**config.mk**
```make
export PLATFORM = sky130hd
export DESIGN_NAME = abm_monitor
export DESIGN_NICKNAME = d
export VERILOG_FILES = /design/src/pkg/abm_pkg.sv /design/src/abm_monitor.sv
export VERILOG_INCLUDE_DIRS = /design/src /design/src/pkg
export SDC_FILE = /design/constraint.sdc
export NUM_CORES = 1
export LEC_CHECK = 0
export ABC_AREA = 1
export BUFFER_PORTS_ARGS = -buffer_cell sky130_fd_sc_hd__buf_2
export CORE_MARGIN = 2
export CORE_UTILIZATION = 45
export CTS_CLUSTER_DIAMETER = 40
export CTS_CLUSTER_SIZE = 24
export DETAILED_ROUTE_END_ITERATION = 8
export GPL_TIMING_DRIVEN = 0
export PLACE_DENSITY_LB_ADDON = 0.1
export RECOVER_POWER = 50
export REMOVE_ABC_BUFFERS = 1
export SYNTH_ARGS = -nofsm -noshare
export SYNTH_HDL_FRONTEND = slang
export SYNTH_SLANG_ARGS = --single-unit
```
**constraint.sdc**
```tcl
create_clock -name clk_in -period 5.71 [get_ports clk_in]
set_input_delay 1.4275 -clock clk_in [delete_from_list [all_inputs] [get_ports clk_in]]
set_output_delay 1.4275 -clock clk_in [all_outputs]
set_load 0.05 [all_outputs]
```
**src/pkg/abm_cfg.svh**
```systemverilog
`ifndef ABM_CFG_SVH
`define ABM_CFG_SVH

// Register offsets.
`define ABM_ADDR_FLAGS 8'h04
`define ABM_ADDR_ALT_SEL 8'h0b
`define ABM_ADDR_LIMITS_A 8'h16
`define ABM_ADDR_LIMITS_B 8'h1c
`define ABM_ADDR_OFFSET_A 8'h18
`define ABM_ADDR_OFFSET_B 8'h1e

// Field positions.
`define ABM_THRESH_MSB 13
`define ABM_LIMIT_LSB 14
`define ABM_ALT0_LSB 0
`define ABM_ALT1_LSB 8
`define ABM_ALT_MASK 16'h1f1f

// Reset values.
`define ABM_RESET_WORD 16'h0000
`define ABM_RESET_FLAGS 8'h00

// Pin routing codes.
`define ABM_ALT_OR_A 5'h10
`define ABM_ALT_OR_B 5'h1a
`define ABM_ALT_OR_ALL 5'h1b
`define ABM_ALT_OR_ALL_INT 5'h1c

// Exceedance counts that set a flag, per limit code.
`define ABM_LIMIT_NEVER 2'h0
`define ABM_COUNT_L1 5'h01
`define ABM_COUNT_L2 5'h04
`define ABM_COUNT_L3 5'h10

// Pulse positions of the LED-masked pulses in a four-pulse group.
`define ABM_PULSE_FIRST 2'h0
`define ABM_PULSE_FOURTH 2'h3

`endif

```
**src/pkg/abm_pkg.sv**
```systemverilog
package abm_pkg;

  // One conversion result as delivered by the pulse sequencer.
  typedef struct packed {
    logic slot_b;
    logic [1:0] channel;
    logic [1:0] pulse;
    logic [15:0] raw;
  } abm_sample_type;

  // Per-slot configuration word.
  typedef struct packed {
    logic [1:0] limit;
    logic [13:0] thresh;
  } abm_slot_cfg_type;

endpackage

```
**src/abm_monitor.sv**
```systemverilog
`timescale 1ns/1ns
`include "abm_cfg.svh"
// Overview of operation
// - Compare float-mode subtract-cycle results to slot threshold
// - Only LED-masked pulses are compared
// - Compare raw result minus slot/channel offset
// - Count when corrected result strictly exceeds threshold
// - One independent counter per slot channel
// - Set channel flag when count reaches limit
// - Limit codes: never, one, four, sixteen
// - Flags 3:0 slot A, 7:4 slot B
// - Reading flags returns them then clears
// - First pin routes OR of flags by code
// - Second pin uses same codes, bits 12:8
// - First and fourth pulses are subtract cycles
module abm_monitor #(
  parameter int ADC_W = 14
) (
  // Clock and reset.
  input wire logic clk_in,
  input wire logic rst_n_in,
  // Conversion results from the sequencer.
  input wire logic float_mode_in,
  input wire logic sample_valid_in,
  input wire abm_pkg::abm_sample_type sample_in,
  input wire logic int_in,
  // Register access.
  input wire logic [7:0] reg_addr_in,
  input wire logic reg_wr_in,
  input wire logic reg_rd_in,
  input wire logic [15:0] reg_wdata_in,
  output logic [15:0] reg_rdata_out,
  // Routed pins.
  output logic aux_pin_zero_out,
  output logic aux_pin_one_out
);

  if (ADC_W < 1 || ADC_W > 16) begin
    $error("ADC_W must lie between 1 and 16.");
  end

  abm_pkg::abm_slot_cfg_type slot_a_background_limits_q;
  abm_pkg::abm_slot_cfg_type slot_a_background_limits_d;
  abm_pkg::abm_slot_cfg_type slot_b_background_limits_q;
  abm_pkg::abm_slot_cfg_type slot_b_background_limits_d;
  logic [15:0] aux_pin_alternate_select_q;
  logic [15:0] aux_pin_alternate_select_d;
  logic [15:0] offset_q [8];
  logic [15:0] offset_d [8];
  logic [4:0] count_q [8];
  logic [4:0] count_d [8];
  logic [7:0] background_flags_q;
  logic [7:0] background_flags_d;
  logic [15:0] rdata_d;
  logic pin0_d;
  logic pin1_d;

  logic [2:0] sel_idx;
  logic [4:0] sel_cnt;
  logic [4:0] sel_need;
  logic [1:0] sel_limit;
  logic subtract;
  logic exceed;
  logic rd_flags;
  logic [16:0] diff;
  abm_pkg::abm_slot_cfg_type sel_cfg;
  logic [ADC_W-1:0] raw_used;
  logic [3:0] off_sel;

  // Offset register number for an address, with a hit flag in bit 3.
  function automatic logic [3:0] offset_slot(input logic [7:0] addr);
    logic [7:0] rel_a;
    logic [7:0] rel_b;
    rel_a = addr - `ABM_ADDR_OFFSET_A;
    rel_b = addr - `ABM_ADDR_OFFSET_B;
    if (rel_a < 8'h04) begin
      offset_slot = {2'b10, rel_a[1:0]};
    end else if (rel_b < 8'h04) begin
      offset_slot = {2'b11, rel_b[1:0]};
    end else begin
      offset_slot = 4'h0;
    end
  endfunction

  // Exceedances needed before a flag sets; zero means never.
  function automatic logic [4:0] limit_count(input logic [1:0] code);
    unique case (code)
      2'h1: limit_count = `ABM_COUNT_L1;
      2'h2: limit_count = `ABM_COUNT_L2;
      2'h3: limit_count = `ABM_COUNT_L3;
      default: limit_count = 5'h00;
    endcase
  endfunction

  // Level driven onto a routed pin for a selection code.
  function automatic logic pin_level(input logic [4:0] code,
                                     input logic [7:0] flags,
                                     input logic irq);
    unique case (code)
      `ABM_ALT_OR_A: pin_level = |flags[3:0];
      `ABM_ALT_OR_B: pin_level = |flags[7:4];
      `ABM_ALT_OR_ALL: pin_level = |flags;
      `ABM_ALT_OR_ALL_INT: pin_level = (|flags) | irq;
      default: pin_level = 1'b0;
    endcase
  endfunction

  always_comb begin
    sel_idx = {sample_in.slot_b, sample_in.channel};
    sel_cnt = count_q[sel_idx];
    sel_cfg = sample_in.slot_b ? slot_b_background_limits_q
                               : slot_a_background_limits_q;
    sel_limit = sel_cfg.limit;
    sel_need = limit_count(sel_limit);
    subtract = float_mode_in &&
               (sample_in.pulse == `ABM_PULSE_FIRST ||
                sample_in.pulse == `ABM_PULSE_FOURTH);
    raw_used = sample_in.raw[ADC_W-1:0];
    // Negative corrected results never count as ambient excess.
    diff = {1'b0, 16'(raw_used)} - {1'b0, offset_q[sel_idx]};
    exceed = sample_valid_in && subtract && !diff[16] &&
             diff[15:0] > {2'b00, sel_cfg.thresh};
    rd_flags = reg_rd_in && reg_addr_in == `ABM_ADDR_FLAGS;
    off_sel = offset_slot(reg_addr_in);
  end

  always_comb begin
    slot_a_background_limits_d = slot_a_background_limits_q;
    slot_b_background_limits_d = slot_b_background_limits_q;
    aux_pin_alternate_select_d = aux_pin_alternate_select_q;
    offset_d = offset_q;
    if (reg_wr_in) begin
      if (reg_addr_in == `ABM_ADDR_LIMITS_A) begin
        slot_a_background_limits_d = reg_wdata_in;
      end
      if (reg_addr_in == `ABM_ADDR_LIMITS_B) begin
        slot_b_background_limits_d = reg_wdata_in;
      end
      if (reg_addr_in == `ABM_ADDR_ALT_SEL) begin
        aux_pin_alternate_select_d = reg_wdata_in & `ABM_ALT_MASK;
      end
      if (off_sel[3]) begin
        offset_d[off_sel[2:0]] = reg_wdata_in;
      end
    end
  end

  always_comb begin
    logic [4:0] base;
    logic [4:0] next;
    base = 5'h00;
    next = 5'h00;
    count_d = count_q;
    // Set wins: a flag raised in the read cycle survives the clear.
    background_flags_d = rd_flags ? `ABM_RESET_FLAGS
                                  : background_flags_q;
    for (int i = 0; i < 8; i++) begin
      if (rd_flags && background_flags_q[i]) begin
        count_d[i] = 5'h00;
      end
    end
    if (exceed) begin
      base = (rd_flags && background_flags_q[sel_idx]) ? 5'h00 : sel_cnt;
      // Saturate so the count cannot wrap past the largest limit.
      next = (base == `ABM_COUNT_L3) ? base : base + 5'h01;
      count_d[sel_idx] = next;
      if (sel_limit != `ABM_LIMIT_NEVER && next >= sel_need) begin
        background_flags_d[sel_idx] = 1'b1;
      end
    end
  end

  always_comb begin
    rdata_d = `ABM_RESET_WORD;
    if (reg_rd_in) begin
      if (reg_addr_in == `ABM_ADDR_FLAGS) begin
        rdata_d = {8'h00, background_flags_q};
      end else if (reg_addr_in == `ABM_ADDR_ALT_SEL) begin
        rdata_d = aux_pin_alternate_select_q;
      end else if (reg_addr_in == `ABM_ADDR_LIMITS_A) begin
        rdata_d = slot_a_background_limits_q;
      end else if (reg_addr_in == `ABM_ADDR_LIMITS_B) begin
        rdata_d = slot_b_background_limits_q;
      end else if (off_sel[3]) begin
        rdata_d = offset_q[off_sel[2:0]];
      end
    end
    pin0_d = pin_level(aux_pin_alternate_select_q[`ABM_ALT0_LSB +: 5],
                       background_flags_q, int_in);
    pin1_d = pin_level(aux_pin_alternate_select_q[`ABM_ALT1_LSB +: 5],
                       background_flags_q, int_in);
  end

  always_ff @(posedge clk_in) begin
    if (!rst_n_in) begin
      slot_a_background_limits_q <= `ABM_RESET_WORD;
      slot_b_background_limits_q <= `ABM_RESET_WORD;
      aux_pin_alternate_select_q <= `ABM_RESET_WORD;
      background_flags_q <= `ABM_RESET_FLAGS;
      reg_rdata_out <= `ABM_RESET_WORD;
      aux_pin_zero_out <= 1'b0;
      aux_pin_one_out <= 1'b0;
      for (int i = 0; i < 8; i++) begin
        offset_q[i] <= `ABM_RESET_WORD;
        count_q[i] <= 5'h00;
      end
    end else begin
      slot_a_background_limits_q <= slot_a_background_limits_d;
      slot_b_background_limits_q <= slot_b_background_limits_d;
      aux_pin_alternate_select_q <= aux_pin_alternate_select_d;
      background_flags_q <= background_flags_d;
      reg_rdata_out <= rdata_d;
      aux_pin_zero_out <= pin0_d;
      aux_pin_one_out <= pin1_d;
      offset_q <= offset_d;
      count_q <= count_d;
    end
  end

  property p_masked_only;
    @(posedge clk_in) disable iff (!rst_n_in)
    sample_valid_in && !subtract && !rd_flags |=>
      count_q[$past(sel_idx)] == $past(sel_cnt);
  endproperty
  a_masked_only: assert property (p_masked_only)
    else $error("Counter moved on an LED pulse.");

  property p_count_up;
    @(posedge clk_in) disable iff (!rst_n_in)
    exceed && !rd_flags && sel_cnt < `ABM_COUNT_L3 |=>
      count_q[$past(sel_idx)] == $past(sel_cnt) + 5'h01;
  endproperty
  a_count_up: assert property (p_count_up)
    else $error("Exceedance did not advance the counter.");

  property p_isolated;
    @(posedge clk_in) disable iff (!rst_n_in)
    sample_valid_in && !rd_flags |=>
      count_q[$past(sel_idx) + 3'h1] == $past(count_q[sel_idx + 3'h1]);
  endproperty
  a_isolated: assert property (p_isolated)
    else $error("Another channel's counter changed.");

  property p_flag_sets;
    @(posedge clk_in) disable iff (!rst_n_in)
    exceed && !rd_flags && sel_limit != `ABM_LIMIT_NEVER &&
      sel_cnt + 5'h01 >= sel_need |=> background_flags_q[$past(sel_idx)];
  endproperty
  a_flag_sets: assert property (p_flag_sets)
    else $error("Flag missed at the count limit.");

  property p_never_code;
    @(posedge clk_in) disable iff (!rst_n_in)
    $rose(background_flags_q[0]) |->
      $past(slot_a_background_limits_q.limit) != `ABM_LIMIT_NEVER;
  endproperty
  a_never_code: assert property (p_never_code)
    else $error("Flag set with limit code zero.");

  property p_read_clear;
    @(posedge clk_in) disable iff (!rst_n_in)
    rd_flags && !sample_valid_in |=>
      background_flags_q == `ABM_RESET_FLAGS &&
      reg_rdata_out[7:0] == $past(background_flags_q);
  endproperty
  a_read_clear: assert property (p_read_clear)
    else $error("Flag read did not return and clear.");

  property p_pin_zero;
    @(posedge clk_in) disable iff (!rst_n_in)
    aux_pin_alternate_select_q[4:0] == `ABM_ALT_OR_A |=>
      aux_pin_zero_out == $past(|background_flags_q[3:0]);
  endproperty
  a_pin_zero: assert property (p_pin_zero)
    else $error("First pin wrong for slot A routing.");

  property p_pin_one;
    @(posedge clk_in) disable iff (!rst_n_in)
    aux_pin_alternate_select_q[12:8] == `ABM_ALT_OR_ALL_INT |=>
      aux_pin_one_out == $past((|background_flags_q) | int_in);
  endproperty
  a_pin_one: assert property (p_pin_one)
    else $error("Second pin wrong for flags with interrupt.");

  property p_reset_clear;
    @(posedge clk_in)
    !rst_n_in |=> background_flags_q == `ABM_RESET_FLAGS;
  endproperty
  a_reset_clear: assert property (p_reset_clear)
    else $error("Flags not cleared by reset.");

endmodule

```
==> results.py <==
metrics = {
    "sta": {
        "slew_headroom_pct": 0.650,
        "fin_ws_ns": 0.122,
        "slew_viol_final": 0,
        "finalSetupViolations": 0,
        "rsz0062_at_grt": "true",
        "fin_crit_ns": 5.59,
        "worstMarginPinSlew_ns": 1.49,
        "min_period_over_period_pct": 97.9,
        "fin_worst_skew_ns": 0.0449,
        "hold_viol": 0,
        "fmax_ghz": 0.179,
        "holdWs_ns": 0.465,
    },
    "pwr": {
        "p_int_mw": 3.43,
        "power.switching_mw": 1.23,
        "pwr-share-seq_pct": 35.5,
        "p_comb_share_pct": 10.1,
        "p_clk_share_pct": 54.3,
        "p_sw_share_pct": 26.4,
        "vdd_ir_drop_max_mv": 0.181,
        "pwr_density_cell_mw_per_mm2": 290,
        "total_power_mw": 4.66,
        "p_leak_nw": 6.86,
    },
    "clocking": {
        "cts_buffer_depth": 3,
        "h-tree-depth": 2,
        "hold_buffers": 0,
        "tritoncts": "yes",
        "cts_buffers": 40,
        "path_clk_slew_ns": 0.05,
        "clkLatencyLatePin_ns": 0.55,
        "cts-root-buf": "clkbuf_16",
        "clock_sinks": 236,
    },
    "placement": {
        "placed_area_mm2": 0.0136,
        "numPortBuffers": 67,
        "pre_cts_ws_ns": -2.07,
        "gp_congestion": 0.886,
        "hpwl_um": 32300,
    },
    "detailed_routing": {
        "vias_per_cell": 5.69,
        "dr.pass1.iters": 6,
        "ant_nets": 0,
        "drc": 0,
        "drtIter0Drc": 1527,
        "routedWlPerCell_um": 20.7,
        "postRouteWirelength_um": 51600,
        "dr_total_vias": 14218,
    },
    "yosys": {
        "syn_area_mm2": 0.0132,
        "synthCells": 2010,
        "async_reset_ff_share_pct": 0,
        "synth_compound_area_share_pct": 22.5,
        "synth_ff_type": "dfxtp_1",
        "yosys-top-cells-area": "dfxtp_1 (36%), nand2_1 (14%), a21oi_1 (7.7%), inv_1 (7.7%), o21ai_0 (6.9%)",
        "yosys_warnings": 0,
        "synth_xor_area_share_pct": 0.998,
        "ys_types": 47,
        "synth-simple-area-share_pct": 25.8,
        "yosysTopAreaCell": "dfxtp_1",
        "synthMuxAreaShare_pct": 0,
        "seq_area_frac_synth_pct": 35.9,
        "synth_top_cell_area_share_pct": 35.9,
        "synth-seq-cells": 236,
        "avgSynthCellArea_um2": 6.55,
        "synth-adder-area-share_pct": 3.48,
        "synth_top_family_by_area": "simple AND/OR/NAND/NOR gates",
        "synth_edf_count": 0,
    },
    "flow_run": {
        "maxCapViolCount": 1,
    },
    "layout": {
        "layout_commonest_cell": "nand2_1",
        "antennaDiodeCount": 0,
        "fin_nets": 2173,
        "layout_common_cells": "nand2_1 (473), inv_1 (254), dfxtp_1 (236)",
        "final_layout_size_suffix_gt1_share_pct": 13.4,
        "final_util_pct": 55.9,
        "postLayoutCellArea_mm2": 0.0161,
        "area_growth_pct": 22.2,
    },
    "critical_path": {
        "end_kind": "flop",
        "critPathArrivalTime_ns": 6.05,
        "required_ns": 6.17,
        "worstPathMaxFanout": 21,
        "critPathLaunchType": "input port",
        "regToRegSetupSlack_ns": 1.55,
        "crit_type": "in2reg",
    },
    "global_route": {
        "antenna_found_initial": 0,
        "grtUsageMet3_pct": 8.51,
        "grt_pass1_wl_um": 76000,
        "gr-max-usage-layer": "met2",
        "gr-total-overflow": 0,
        "grt_pass1_vias": 13024,
        "grt_max_degree": 84,
        "grt_use_met2_pct": 49.4,
        "grt_usage_pct": 32.5,
        "met1_usage_pct": 42.4,
    },
    "floorplanning": {
        "core-area_mm2": 0.0288,
        "initial_core_util_pct": 45.7,
        "die_h_um": 175,
        "io_pins": 70,
        "rows": 62,
        "fp.dieW_um": 175,
        "dieArea_mm2": 0.0306,
    },
    "outcome": {
        "violations": "capacitance limit",
        "outcome": "finished, violations left",
    },
    "min_path": {
        "hold_path_class": "reg2reg",
    },
}
## kinds of logic after synthesis
| logic type | after synthesis |
|---|---|
| AO/OA/AOI/OAI | 523 |
| XOR/XNOR | 15 |
| adder cells (fa/ha/maj) | 36 |
| buffers and inverters | 379 |
| flip-flops | 236 |
| AND/OR/NAND/NOR | 821 |
## state kept, by name, summed over array words and instances (netlist names)
signal	cells
background_flags_q	8
offset_q	128
aux_pin_alternate_select_q	10
aux_pin_one_out	1
count_q	40
aux_pin_zero_out	1
slot_a_background_limits_q	16
slot_b_background_limits_q	16
reg_rdata_out	16
## metrics by stage
stage | setup TNS (ns) | std cells
2_1_floorplan | 0 | 1910
3_3_place_gp | -222.94 | 2361
3_5_place_dp | -134.69 | 2364
4_1_cts | 0 | 2478
5_1_grt | -0.119 | 2498
6_report | 0 | 2498
## routing by layer
layer / part of all wire [%] / wire length (um)
met1: 41 / 21000
met2: 43 / 22000
met3: 11 / 5810
met4: 5.3 / 2760
met5: 0 / 0
## area by class of cell
class	instances	area, um2
inverter	279	1090
clock buffer	50	1120
tap	384	480
clock inverter	21	300
timing repair buffer	131	963
sequential	236	4720
timing repair inverter	1	7.51
multi-input combinational	1396	7390
fill	2801	12700
## worst max-delay path: stages
cell and delay (ns):
buf_2 0.15, ha_1 0.30, nor2_1 0.10, nand3_1 0.08, nor2_1 0.19, nand3b_2 0.26
nor2_4 0.60, inv_1 0.60, nand2_1 0.96, inv_1 0.45, nand2_1 0.18, nor2_1 0.05
nor2_1 0.10, nand2_1 0.08, nand2_1 0.06, nand2_1 0.17, a21oi_1 0.25
## cells in the mapped netlist, drive strengths merged (4+ instances only)
library cell  count
nand2           485
inv             275
dfxtp           236
a21oi           203
nor2            191
o21ai           181
nand3            88
clkbuf           66
a211oi           48
ha               35
buf              34
o22ai            28
nand4            19
or2              17
a221oi           15
a22oi            14
nor3             12
o2111ai          12
xor2              9
o211ai            7
xnor2             6
nand3b            5
o21bai            5
clkinv            4
## power by group through the flow
stage | combinational [mW] | clock [mW] | sequential (mW)
3_3_place_gp | 0.373 | 0 | 1.69
2_1_floorplan | 0.213 | 0 | 1.69
3_5_place_dp | 0.380 | 0 | 1.69
4_1_cts | 0.435 | 2.54 | 1.66
5_1_grt | 0.509 | 2.63 | 1.66
6_report | 0.472 | 2.53 | 1.66
## final timing paths
check / startpoint / endpoint / cells past startpoint
worst max-delay path: reg_addr_in[3] / reg_rdata_out[7] / 17
worst min-delay path: slot_a_background_limits_q[11] / slot_a_background_limits_q[11] / 2
worst max register to register: offset_q[64] / count_q[23] / 28
worst min register to register: slot_a_background_limits_q[11] / slot_a_background_limits_q[11] / 2
## timing repair
action / CTS / global route
setup buffers: 41 / 17
gates cloned: 2 / 2
endpoints found under the hold margin: 0 / 0
pin swaps: 6 / 14
endpoints found under the setup margin: 74 / 68
gates resized for setup: 59 / 48
(Power assumes the default switching activity.)
